--- src/core/bdcu_pkg.sv ---
// bdcu_pkg: constants shared by the bus display command unit.
// assumes a 20 MHz core clock and a 50 kbit/s half-duplex serial line.
package bdcu_pkg;
	// clock and line rate
	localparam int CLK_HZ = 20000000;
	localparam int BAUD_KBPS = 50;
	localparam int BIT_CYCLES = CLK_HZ / (BAUD_KBPS * 1000);
	localparam int HALF_CYCLES = BIT_CYCLES / 2;
	// register numbers
	localparam logic [7:0] REG_DISPLAY = 8'h00;
	localparam logic [7:0] REG_DECIMAL = 8'h01;
	localparam logic [7:0] REG_POST_FIRST = 8'h0A;
	localparam logic [7:0] REG_POST_LAST = 8'h19;
	localparam int POST_COUNT = 16;
	// value limits and reset values
	localparam logic [15:0] DECIMAL_MAX = 16'h0005;
	localparam logic [15:0] DECIMAL_RESET = 16'h0000;
	localparam logic [15:0] VALUE_RESET = 16'h0000;
	localparam logic [4:0] ADDR_MIN = 5'h01;
	// command codes, first byte of a frame
	localparam logic [7:0] CMD_WRITE = 8'h50;
	localparam logic [7:0] CMD_READ = 8'h49;
	localparam logic [7:0] CMD_FLAG_SET = 8'h41;
	localparam logic [7:0] CMD_FLAG_CLR = 8'h43;
	localparam logic [7:0] CMD_FEEDBACK = 8'h46;
	// reply codes
	localparam logic [7:0] RSP_OK = 8'h06;
	localparam logic [7:0] RSP_ERROR = 8'h15;
	localparam logic [7:0] RSP_DATA = 8'h44;
	localparam logic [7:0] ERR_PREFIX = 8'h45;
	localparam logic [7:0] ASCII_DOT = 8'h2E;
	// error types
	localparam logic [7:0] ERR_NONE = 8'h00;
	localparam logic [7:0] ERR_CHECKSUM = 8'h01;
	localparam logic [7:0] ERR_FRAMING = 8'h02;
	localparam logic [7:0] ERR_COMMAND = 8'h03;
	localparam logic [3:0] FRAME_ERR_LIMIT = 4'h3;
	// frame layout: cmd, addr, reg, val_hi, val_lo, line_hi, line_lo, checksum
	localparam int FRAME_BYTES = 8;
	localparam int ERR_REPLY_BYTES = 10;
	localparam int DATA_REPLY_BYTES = 4;
	localparam int FLAG_COUNT = 32;
	localparam logic [31:0] FLAG_RESET = 32'h0000_0080;
endpackage

--- src/core/bdcu_uart_rx.sv ---
// bdcu_uart_rx: 8N1 receiver, one byte per valid pulse.
// assumes rxd already synchronised to clk.
`timescale 1ns/1ps
module bdcu_uart_rx #(
	parameter int BIT_CYC = bdcu_pkg::BIT_CYCLES
) (
	// clock and reset
	input wire logic clk,
	input wire logic rst,
	// line
	input wire logic rxd,
	// byte out
	output logic [7:0] data_r,
	output logic valid_r,
	output logic frame_err_r
);
	initial begin
		if (BIT_CYC < 4) $error("bit period too short");
	end
	typedef enum logic [2:0] {RX_IDLE, RX_START, RX_DATA, RX_STOP, RX_BREAK} bdcu_rx_t;
	bdcu_rx_t st_r;
	logic [15:0] cnt_r;
	logic [2:0] bit_r;
	logic [7:0] sh_r;
	localparam logic [15:0] FULL = 16'(BIT_CYC - 1);
	localparam logic [15:0] HALF = 16'(BIT_CYC / 2 - 1);
	always_ff @(posedge clk or posedge rst) begin
		if (rst) begin
			st_r <= RX_IDLE;
			cnt_r <= 16'h0000;
			bit_r <= 3'h0;
			sh_r <= 8'h00;
			data_r <= 8'h00;
			valid_r <= 1'b0;
			frame_err_r <= 1'b0;
		end else begin
			valid_r <= 1'b0;
			frame_err_r <= 1'b0;
			case (st_r)
				RX_IDLE: begin
					cnt_r <= HALF;
					if (!rxd) st_r <= RX_START;
				end
				RX_START: begin
					if (cnt_r != 16'h0000) begin
						cnt_r <= cnt_r - 16'h0001;
					end else if (rxd) begin
						frame_err_r <= 1'b1;
						st_r <= RX_IDLE;
					end else begin
						cnt_r <= FULL;
						bit_r <= 3'h0;
						st_r <= RX_DATA;
					end
				end
				RX_DATA: begin
					if (cnt_r != 16'h0000) begin
						cnt_r <= cnt_r - 16'h0001;
					end else begin
						sh_r <= {rxd, sh_r[7:1]};
						cnt_r <= FULL;
						bit_r <= bit_r + 3'h1;
						if (bit_r == 3'h7) st_r <= RX_STOP;
					end
				end
				RX_STOP: begin
					if (cnt_r != 16'h0000) begin
						cnt_r <= cnt_r - 16'h0001;
					end else begin
						if (rxd) begin
							st_r <= RX_IDLE;
							data_r <= sh_r;
							valid_r <= 1'b1;
						end else begin
							// line still low: wait for idle so one fault is counted once
							st_r <= RX_BREAK;
							frame_err_r <= 1'b1;
						end
					end
				end
				RX_BREAK: begin
					if (rxd) st_r <= RX_IDLE;
				end
				default: st_r <= RX_IDLE;
			endcase
		end
	end
	chk_rx_pulse_excl: assert property (@(posedge clk) disable iff (rst)
		!(valid_r && frame_err_r)) else $error("valid and framing fault together");
endmodule

--- src/core/bdcu_uart_tx.sv ---
// bdcu_uart_tx: 8N1 transmitter with ready flag.
// assumes start is pulsed only while ready_r is high.
`timescale 1ns/1ps
module bdcu_uart_tx #(
	parameter int BIT_CYC = bdcu_pkg::BIT_CYCLES
) (
	// clock and reset
	input wire logic clk,
	input wire logic rst,
	// byte in
	input wire logic start,
	input wire logic [7:0] data,
	output logic ready_r,
	// line
	output logic txd_r
);
	initial begin
		if (BIT_CYC < 4) $error("bit period too short");
	end
	localparam logic [15:0] FULL = 16'(BIT_CYC - 1);
	logic [15:0] cnt_r;
	logic [3:0] bit_r;
	logic [9:0] sh_r;
	always_ff @(posedge clk or posedge rst) begin
		if (rst) begin
			cnt_r <= 16'h0000;
			bit_r <= 4'h0;
			sh_r <= 10'h3FF;
			ready_r <= 1'b1;
			txd_r <= 1'b1;
		end else if (ready_r) begin
			if (start) begin
				sh_r <= {1'b1, data, 1'b0};
				ready_r <= 1'b0;
				cnt_r <= FULL;
				bit_r <= 4'h0;
				txd_r <= 1'b0;
			end
		end else if (cnt_r != 16'h0000) begin
			cnt_r <= cnt_r - 16'h0001;
		end else if (bit_r == 4'h9) begin
			ready_r <= 1'b1;
			txd_r <= 1'b1;
		end else begin
			bit_r <= bit_r + 4'h1;
			cnt_r <= FULL;
			txd_r <= sh_r[bit_r + 4'h1];
		end
	end
	chk_tx_start_bit: assert property (@(posedge clk) disable iff (rst)
		ready_r && start |=> !txd_r && !ready_r) else $error("start bit missing");
endmodule

--- src/core/bdcu_top.sv ---
// bdcu_top: command interpreter of a bus display module.
// assumes an RS485 transceiver on rxd/txd/tx_en and address switches on addr_sw.
// Summary of operation
// - five-digit display shows display register value
// - write to register zero updates shown value
// - decimal register resets to zero, no point
// - decimal register accepts zero to five only
// - sixteen postboxes store values, display untouched
// - bad command answered with error, not executed
// - feedback query answered with stored error report
// - report: prefix, type, address, line, dot-separated
// - checksum mismatch reports error type one
// - repeated framing faults report error type two
// - unknown command or register reports type three
// - address from switches, respond only when matched
// - write carries address, register, value; loads it
// - flag set and clear commands change flags
`timescale 1ns/1ps
module bdcu_top #(
	parameter int BIT_CYC = bdcu_pkg::BIT_CYCLES
) (
	// clock and reset
	input wire logic clk,
	input wire logic rst,
	// serial line
	input wire logic rxd,
	output logic txd_r,
	output logic tx_en_r,
	// address switches
	input wire logic [4:0] addr_sw,
	// display side
	output logic [15:0] display_value_r,
	output logic [2:0] decimal_places_r,
	output logic [31:0] flags_r
);
	initial begin
		if (BIT_CYC < 4) $error("bit period too short");
	end
	typedef enum logic [2:0] {
		BD_COLLECT, BD_EXEC, BD_REPLY, BD_WAIT
	} bdcu_state_t;
	// input synchronisers
	logic rxd_m_r, rxd_s_r;
	logic [4:0] sw_m_r, sw_s_r;
	always_ff @(posedge clk or posedge rst) begin
		if (rst) begin
			rxd_m_r <= 1'b1;
			rxd_s_r <= 1'b1;
			sw_m_r <= 5'h00;
			sw_s_r <= 5'h00;
		end else begin
			rxd_m_r <= rxd;
			rxd_s_r <= rxd_m_r;
			sw_m_r <= addr_sw;
			sw_s_r <= sw_m_r;
		end
	end
	// receiver and transmitter
	logic [7:0] rx_data;
	logic rx_valid, rx_ferr, tx_ready, tx_start_r;
	logic [7:0] tx_byte_r;
	logic tx_line;
	bdcu_uart_rx #(.BIT_CYC(BIT_CYC)) u_rx (
		.clk(clk),
		.rst(rst),
		.rxd(rxd_s_r),
		.data_r(rx_data),
		.valid_r(rx_valid),
		.frame_err_r(rx_ferr)
	);
	bdcu_uart_tx #(.BIT_CYC(BIT_CYC)) u_tx (
		.clk(clk),
		.rst(rst),
		.start(tx_start_r),
		.data(tx_byte_r),
		.ready_r(tx_ready),
		.txd_r(tx_line)
	);
	// frame collection
	bdcu_state_t st_r;
	logic [7:0] frm_r [bdcu_pkg::FRAME_BYTES];
	logic [3:0] idx_r;
	logic [7:0] sum_r;
	logic [3:0] ferr_cnt_r;
	logic [7:0] err_type_r;
	logic [15:0] err_line_r;
	logic [15:0] post_r [bdcu_pkg::POST_COUNT];
	logic [7:0] rep_r [bdcu_pkg::ERR_REPLY_BYTES];
	logic [3:0] rep_len_r, rep_idx_r;
	wire logic [7:0] f_cmd = frm_r[0];
	wire logic [4:0] f_addr = frm_r[1][4:0];
	wire logic [7:0] f_reg = frm_r[2];
	wire logic [15:0] f_val = {frm_r[3], frm_r[4]};
	wire logic [15:0] f_line = {frm_r[5], frm_r[6]};
	wire logic addr_hit = (f_addr == sw_s_r) && (sw_s_r >= bdcu_pkg::ADDR_MIN)
		&& (frm_r[1][7:5] == 3'h0);
	wire logic sum_ok = (sum_r == frm_r[7]);
	wire logic is_post = (f_reg >= bdcu_pkg::REG_POST_FIRST)
		&& (f_reg <= bdcu_pkg::REG_POST_LAST);
	wire logic [3:0] post_idx = 4'(f_reg - bdcu_pkg::REG_POST_FIRST);
	// decode of a collected frame
	logic ok_write, ok_read, ok_flag, ok_fb, bad_cmd;
	always_comb begin
		ok_write = 1'b0;
		ok_read = 1'b0;
		ok_flag = 1'b0;
		ok_fb = 1'b0;
		bad_cmd = 1'b0;
		case (f_cmd)
			bdcu_pkg::CMD_WRITE: begin
				if (f_reg == bdcu_pkg::REG_DISPLAY || is_post) begin
					ok_write = 1'b1;
				end else if (f_reg == bdcu_pkg::REG_DECIMAL) begin
					ok_write = (f_val <= bdcu_pkg::DECIMAL_MAX);
					bad_cmd = !ok_write;
				end else begin
					bad_cmd = 1'b1;
				end
			end
			bdcu_pkg::CMD_READ: begin
				ok_read = is_post;
				bad_cmd = !is_post;
			end
			bdcu_pkg::CMD_FLAG_SET, bdcu_pkg::CMD_FLAG_CLR: begin
				ok_flag = (f_reg < 8'(bdcu_pkg::FLAG_COUNT));
				bad_cmd = !ok_flag;
			end
			bdcu_pkg::CMD_FEEDBACK: ok_fb = 1'b1;
			default: bad_cmd = 1'b1;
		endcase
	end
	wire logic exec_now = (st_r == BD_EXEC) && addr_hit;
	wire logic do_exec = exec_now && sum_ok && !bad_cmd;
	// main sequencer
	always_ff @(posedge clk or posedge rst) begin
		if (rst) begin
			st_r <= BD_COLLECT;
			idx_r <= 4'h0;
			sum_r <= 8'h00;
			rep_len_r <= 4'h0;
			rep_idx_r <= 4'h0;
			tx_start_r <= 1'b0;
			tx_byte_r <= 8'h00;
			tx_en_r <= 1'b0;
			txd_r <= 1'b1;
			for (int i = 0; i < bdcu_pkg::FRAME_BYTES; i++) frm_r[i] <= 8'h00;
			for (int i = 0; i < bdcu_pkg::ERR_REPLY_BYTES; i++) rep_r[i] <= 8'h00;
		end else begin
			tx_start_r <= 1'b0;
			txd_r <= tx_line;
			case (st_r)
				BD_COLLECT: begin
					tx_en_r <= 1'b0;
					if (rx_ferr) begin
						idx_r <= 4'h0;
						sum_r <= 8'h00;
					end else if (rx_valid) begin
						frm_r[idx_r[2:0]] <= rx_data;
						idx_r <= idx_r + 4'h1;
						if (idx_r != 4'(bdcu_pkg::FRAME_BYTES - 1)) begin
							sum_r <= sum_r + rx_data;
						end else begin
							st_r <= BD_EXEC;
						end
					end
				end
				BD_EXEC: begin
					idx_r <= 4'h0;
					sum_r <= 8'h00;
					rep_idx_r <= 4'h0;
					st_r <= BD_COLLECT;
					if (addr_hit) begin
						st_r <= BD_REPLY;
						tx_en_r <= 1'b1;
						rep_len_r <= 4'h1;
						rep_r[0] <= bdcu_pkg::RSP_OK;
						if (!sum_ok || bad_cmd) begin
							rep_r[0] <= bdcu_pkg::RSP_ERROR;
						end else if (ok_read) begin
							rep_len_r <= 4'(bdcu_pkg::DATA_REPLY_BYTES);
							rep_r[0] <= bdcu_pkg::RSP_DATA;
							rep_r[1] <= post_r[post_idx][15:8];
							rep_r[2] <= post_r[post_idx][7:0];
							rep_r[3] <= bdcu_pkg::RSP_DATA ^ post_r[post_idx][15:8]
								^ post_r[post_idx][7:0];
						end else if (ok_fb) begin
							rep_len_r <= 4'(bdcu_pkg::ERR_REPLY_BYTES);
							rep_r[0] <= bdcu_pkg::ERR_PREFIX;
							rep_r[1] <= bdcu_pkg::ERR_PREFIX;
							rep_r[2] <= err_type_r;
							rep_r[3] <= bdcu_pkg::ASCII_DOT;
							rep_r[4] <= {3'h0, sw_s_r};
							rep_r[5] <= bdcu_pkg::ASCII_DOT;
							rep_r[6] <= err_line_r[15:8];
							rep_r[7] <= err_line_r[7:0];
							rep_r[8] <= bdcu_pkg::RSP_DATA;
							rep_r[9] <= err_type_r + {3'h0, sw_s_r} + err_line_r[15:8]
								+ err_line_r[7:0];
						end
					end
				end
				BD_REPLY: begin
					if (tx_ready && !tx_start_r) begin
						if (rep_idx_r == rep_len_r) begin
							st_r <= BD_WAIT;
						end else begin
							tx_byte_r <= rep_r[rep_idx_r];
							tx_start_r <= 1'b1;
							rep_idx_r <= rep_idx_r + 4'h1;
						end
					end
				end
				BD_WAIT: begin
					if (tx_ready && !tx_start_r) begin
						tx_en_r <= 1'b0;
						st_r <= BD_COLLECT;
					end
				end
				default: st_r <= BD_COLLECT;
			endcase
		end
	end
	// error record; checksum and command faults overwrite type and line, every third framing fault the type only; feedback reads without clearing
	always_ff @(posedge clk or posedge rst) begin
		if (rst) begin
			err_type_r <= bdcu_pkg::ERR_NONE;
			err_line_r <= 16'h0000;
			ferr_cnt_r <= 4'h0;
		end else begin
			if (rx_ferr) begin
				if (ferr_cnt_r + 4'h1 >= bdcu_pkg::FRAME_ERR_LIMIT) begin
					err_type_r <= bdcu_pkg::ERR_FRAMING;
					ferr_cnt_r <= 4'h0;
				end else begin
					ferr_cnt_r <= ferr_cnt_r + 4'h1;
				end
			end else if (rx_valid && st_r == BD_COLLECT && idx_r == 4'h0) begin
				ferr_cnt_r <= 4'h0;
			end
			if (exec_now && !sum_ok) begin
				err_type_r <= bdcu_pkg::ERR_CHECKSUM;
				err_line_r <= f_line;
			end else if (exec_now && bad_cmd) begin
				err_type_r <= bdcu_pkg::ERR_COMMAND;
				err_line_r <= f_line;
			end
		end
	end
	// display and decimal registers
	always_ff @(posedge clk or posedge rst) begin
		if (rst) begin
			display_value_r <= bdcu_pkg::VALUE_RESET;
			decimal_places_r <= bdcu_pkg::DECIMAL_RESET[2:0];
		end else if (do_exec && ok_write) begin
			if (f_reg == bdcu_pkg::REG_DISPLAY) display_value_r <= f_val;
			if (f_reg == bdcu_pkg::REG_DECIMAL) decimal_places_r <= f_val[2:0];
		end
	end
	// postboxes, one per entry
	for (genvar g = 0; g < bdcu_pkg::POST_COUNT; g++) begin : g_post
		always_ff @(posedge clk or posedge rst) begin
			if (rst) begin
				post_r[g] <= bdcu_pkg::VALUE_RESET;
			end else if (do_exec && ok_write && is_post && post_idx == 4'(g)) begin
				post_r[g] <= f_val;
			end
		end
	end
	// flags
	always_ff @(posedge clk or posedge rst) begin
		if (rst) begin
			flags_r <= bdcu_pkg::FLAG_RESET;
		end else if (do_exec && ok_flag) begin
			flags_r[f_reg[4:0]] <= (f_cmd == bdcu_pkg::CMD_FLAG_SET);
		end
	end
	chk_decimal_range: assert property (@(posedge clk) disable iff (rst)
		decimal_places_r <= bdcu_pkg::DECIMAL_MAX[2:0]) else $error("decimal out of range");
	chk_bad_no_write: assert property (@(posedge clk) disable iff (rst)
		exec_now && bad_cmd |=> $stable(display_value_r) && $stable(decimal_places_r))
		else $error("bad command changed display");
	chk_cksum_err_type: assert property (@(posedge clk) disable iff (rst)
		exec_now && !sum_ok |=> err_type_r == bdcu_pkg::ERR_CHECKSUM)
		else $error("checksum error not recorded");
	chk_bad_cmd_type: assert property (@(posedge clk) disable iff (rst)
		exec_now && sum_ok && bad_cmd |=> err_type_r == bdcu_pkg::ERR_COMMAND)
		else $error("command error not recorded");
	chk_write_display: assert property (@(posedge clk) disable iff (rst)
		do_exec && ok_write && f_reg == bdcu_pkg::REG_DISPLAY |=> display_value_r == $past(f_val))
		else $error("display not loaded");
	chk_foreign_silent: assert property (@(posedge clk) disable iff (rst)
		st_r == BD_EXEC && !addr_hit |=> !tx_en_r && st_r == BD_COLLECT)
		else $error("answered foreign address");
	chk_error_reply: assert property (@(posedge clk) disable iff (rst)
		exec_now && (bad_cmd || !sum_ok) |=> rep_r[0] == bdcu_pkg::RSP_ERROR && rep_len_r == 4'h1)
		else $error("error reply missing");
	chk_feedback_fmt: assert property (@(posedge clk) disable iff (rst)
		do_exec && ok_fb |=> rep_r[0] == bdcu_pkg::ERR_PREFIX && rep_r[3] == bdcu_pkg::ASCII_DOT
		&& rep_r[2] == $past(err_type_r)) else $error("report format wrong");
	chk_reply_enable: assert property (@(posedge clk) disable iff (rst)
		st_r == BD_REPLY |-> tx_en_r) else $error("driver off during reply");
	cov_write_display: cover property (@(posedge clk) disable iff (rst)
		do_exec && ok_write && f_reg == bdcu_pkg::REG_DISPLAY);
	cov_feedback: cover property (@(posedge clk) disable iff (rst) do_exec && ok_fb);
	cov_cksum_fault: cover property (@(posedge clk) disable iff (rst) exec_now && !sum_ok);
	cov_framing: cover property (@(posedge clk) disable iff (rst)
		err_type_r == bdcu_pkg::ERR_FRAMING);
endmodule

--- config.mk ---
export PLATFORM = sky130hd
export DESIGN_NAME = bdcu_top
export DESIGN_NICKNAME = d
export VERILOG_FILES = /design/src/core/bdcu_pkg.sv /design/src/core/bdcu_uart_rx.sv /design/src/core/bdcu_uart_tx.sv /design/src/core/bdcu_top.sv
export SDC_FILE = /design/constraint.sdc
export NUM_CORES = 1
export LEC_CHECK = 0
export ABC_AREA = 1
export ABC_CLOCK_PERIOD_IN_PS = 13500
export BUFFER_PORTS_ARGS = -buffer_cell sky130_fd_sc_hd__buf_4
export CAP_MARGIN = 20
export CORE_ASPECT_RATIO = 1.25
export CORE_UTILIZATION = 35
export CTS_CLUSTER_SIZE = 28
export DETAILED_ROUTE_END_ITERATION = 10
export GPL_TIMING_DRIVEN = 1
export SYNTH_ARGS = -nofsm -noshare
export SYNTH_HDL_FRONTEND = slang
export SYNTH_HIERARCHICAL = 1
export SYNTH_SLANG_ARGS = --single-unit
--- constraint.sdc ---
create_clock -name clk -period 13.5 [get_ports clk]
set_input_delay 0.675 -clock clk [delete_from_list [all_inputs] [get_ports clk]]
set_output_delay 0.675 -clock clk [all_outputs]
set_load 0.03 [all_outputs]
==> flow_summary.toml <==
[layout]
top_register = "post_r"
finalNetCount = 3485
largest_reg_flops = 256
reg_top3 = "post_r: 256 flops, rep_r: 59 flops, flags_r: 32 flops"
drive_gt1_share_pct = 8.58
area_growth_pct = 12.1
layout_commonest_cell = "nand2_1"
fin_area_um2 = 31100
final_cell_mix = "nand2_1, dfrtp_1, nand3_1, inv_1, nor2_1"
diodes = 0

[floorplan]
core_um2 = 78600
design.die.area_um2 = 80300
die_y_um = 317
initial_core_util_pct = 35.3
std_cell_rows = 115
dieWidth_um = 254
boundaryPins = 61

[setup_path]
crit_path_end = "post_r[253]"
path_cells = "inv_1, ha_1, inv_1, nand2_1, nand2_1, inv_1, nor2_2, inv_1, nor2_1, nand3_1, nand2_1, nand2_1"
crit_start = "f_reg[1]"
worst_path_largest_cell_delay_ps = 870
crit_path_start_kind = "flip-flop"
crit-reg2reg-capture = "post_r[253]"
crit_required_ps = 14020
crit_path_top_delay_cell = "nor2_1"
path_max_fanout = 17
reg2reg_slack_ps = 9470
r2r_cells = 12
cp.arrival_ps = 4540
cp-end-kind = "flip-flop"
r2r_start = "f_reg[1]"
path_class = "reg2reg"

[synth]
yosysUniqueCellTypes = 50
synth_cells = 3456
synth_seq_area_share_pct = 51.3
ys_warn_count = 6
syn_area_um2 = 27700
synth_nets = 3506
ys_seq_elements = 567
syn_avg_cell_area_um2 = 8.02

[run]
cap_violations = 0

[drt]
routed_wl_mm = 80.3
drc = 0
ant_nets = 0
wl_per_cell_um = 17.7
dr.first_iter.drc_count = 2029
drt-pass1-iter-count = 6
vias = 23200
vias_per_cell = 5.10

[global_route]
antenna_found_initial = 0
grtUsageMet1_pct = 25.6
grt_first_pass_wirelength_mm = 127
busiest_layer = "met2"
overflow = 0
use_met3_pct = 2.63
grt_usage_pct = 20.1
grt_max_degree = 247
grt_pass1_vias = 22100
globalRouteMet2Util_pct = 34.8

[clocking]
cts_buffers = 59
clock_latency_ps = 640
path_clk_slew_ps = 60
cts-resized-gates = 0
ctsHoldBuffers = 0
clock_tree.buffer_depth = 3
post-cts-setup-buffers = 0
cts.sinks = 567
htree_levels = 2
cts_tree = "done"
cts-root-buf = "clkbuf_16"

[sta]
setup_viol = 0
fin_crit_ps = 4030
fin_skew_ps = 19.8
drv_slew = 0
relSlewSlack_pct = 9.57
fin_crit_sh_pct = 29.8
worst_pin_slew_ps = 1360
finalSetupTns_ps = 0
rsz0062_at_grt = "no"
hold_violations = 0
max_freq_mhz = 248
holdWs_ps = 130

[placement]
hpwl_mm = 50.4
gp_congestion = 0.837
place_area_um2 = 29100
port_buffers = 60

[power]
ir_worst_vdd_v = 0.0000935
power_w = 0.00341
p_leak_nw = 15.8
power.density_nw_per_um2 = 110

[hold_path]
hold_class = "in2async"

[status]
status = "complete, no violations"
## per-stage QoR
stage          setup WS [ps]  cells  utilization (%)
6_report                9470   4536             39.5
5_1_grt                 9130   4536             39.5
4_1_cts                 9520   4535             39.5
3_5_place_dp            9430   4426             37.0
3_3_place_gp            9430   4426             37.0
2_1_floorplan           6100   3456                -
## critical path, delay by kind of cell (launching register included)
kind	cells	cell delay, ps
buffers and inverters	4	480
flip-flops	1	510
AND/OR/NAND/NOR	7	2670
adder cells (fa/ha/maj)	1	230
## report_power, final
group / switching [W] / internal, W
Combinational: 0.0000368 / 0.00000568
Clock: 0.000702 / 0.000965
Sequential: 0.00000166 / 0.00170
Total: 0.000740 / 0.00267
## per-layer routing
metal | up-vias | share of wire (%)
met3 | 144 | 4.7
met4 | 0 | 3.5
met2 | 564 | 50
li1 | 11200 | -
met5 | - | 0
met1 | 11200 | 42
## cell type report
class | count | area (um^2)
clock buffers | 90 | 1780
clock inverters | 19 | 196
fillers | 8081 | 47500
inverters | 219 | 828
multi-input cells | 2482 | 11900
flip-flops and latches | 567 | 14200
well taps | 1053 | 1320
repair buffers | 106 | 841
## worst min-delay path by stage
stage	from	to	slack [ps]	cells past startpoint
floorplan	sw_m_r[0]	sw_s_r[0]	330	0
global placement	sw_m_r[2]	sw_s_r[2]	330	0
detailed placement	sw_m_r[4]	sw_s_r[4]	330	0
CTS	addr_sw[4]	sw_m_r[4]	100	1
global route	rxd	rxd_m_r	110	1
finish	rst	display_value_r[13]	130	2
## cells by family (layout without fill, tap and decap cells)
| group | Yosys count | after routing | synth area share, % |
|---|---|---|---|
| AND/OR/NAND/NOR | 2011 | 2011 | 31.0 |
| flip-flops | 567 | 567 | 51.3 |
| AO/OA/AOI/OAI | 405 | 405 | 8.84 |
| adder cells (fa/ha/maj) | 42 | 42 | 2.11 |
| XOR/XNOR | 24 | 24 | 0.758 |
| buffers and inverters | 407 | 434 | 6.01 |
## Yosys cell counts, drive strengths merged
cell type | instances | area [um^2]
o22ai | 9 | 56.3
a211oi | 2 | 15.0
a22oi | 117 | 878
nand3 | 415 | 2230
ha | 34 | 425
o32ai | 2 | 17.5
dfstp | 15 | 394
a2bb2oi | 2 | 17.5
a32o | 1 | 10.0
nor2 | 223 | 942
fa | 8 | 160
nand3b | 1 | 7.51
a21boi | 2 | 15.0
nand2 | 1275 | 4820
o311ai | 2 | 17.5
a22o | 1 | 8.76
xnor2 | 13 | 114
buf | 83 | 447
or2 | 6 | 40.0
o21ai | 204 | 1050
a31oi | 4 | 25.0
nor3 | 10 | 50.1
clkbuf | 105 | 394
o21a | 4 | 30.0
a221oi | 4 | 35.0
xor2 | 11 | 96.3
inv | 211 | 795
clkinv | 8 | 30.0
o211ai | 4 | 30.0
o31ai | 2 | 15.0
nand4 | 76 | 475
o22a | 1 | 8.76
and2 | 5 | 31.3
dfrtp | 552 | 13800
a21oi | 44 | 220
Note: power is estimated with default switching activity, not from simulation.
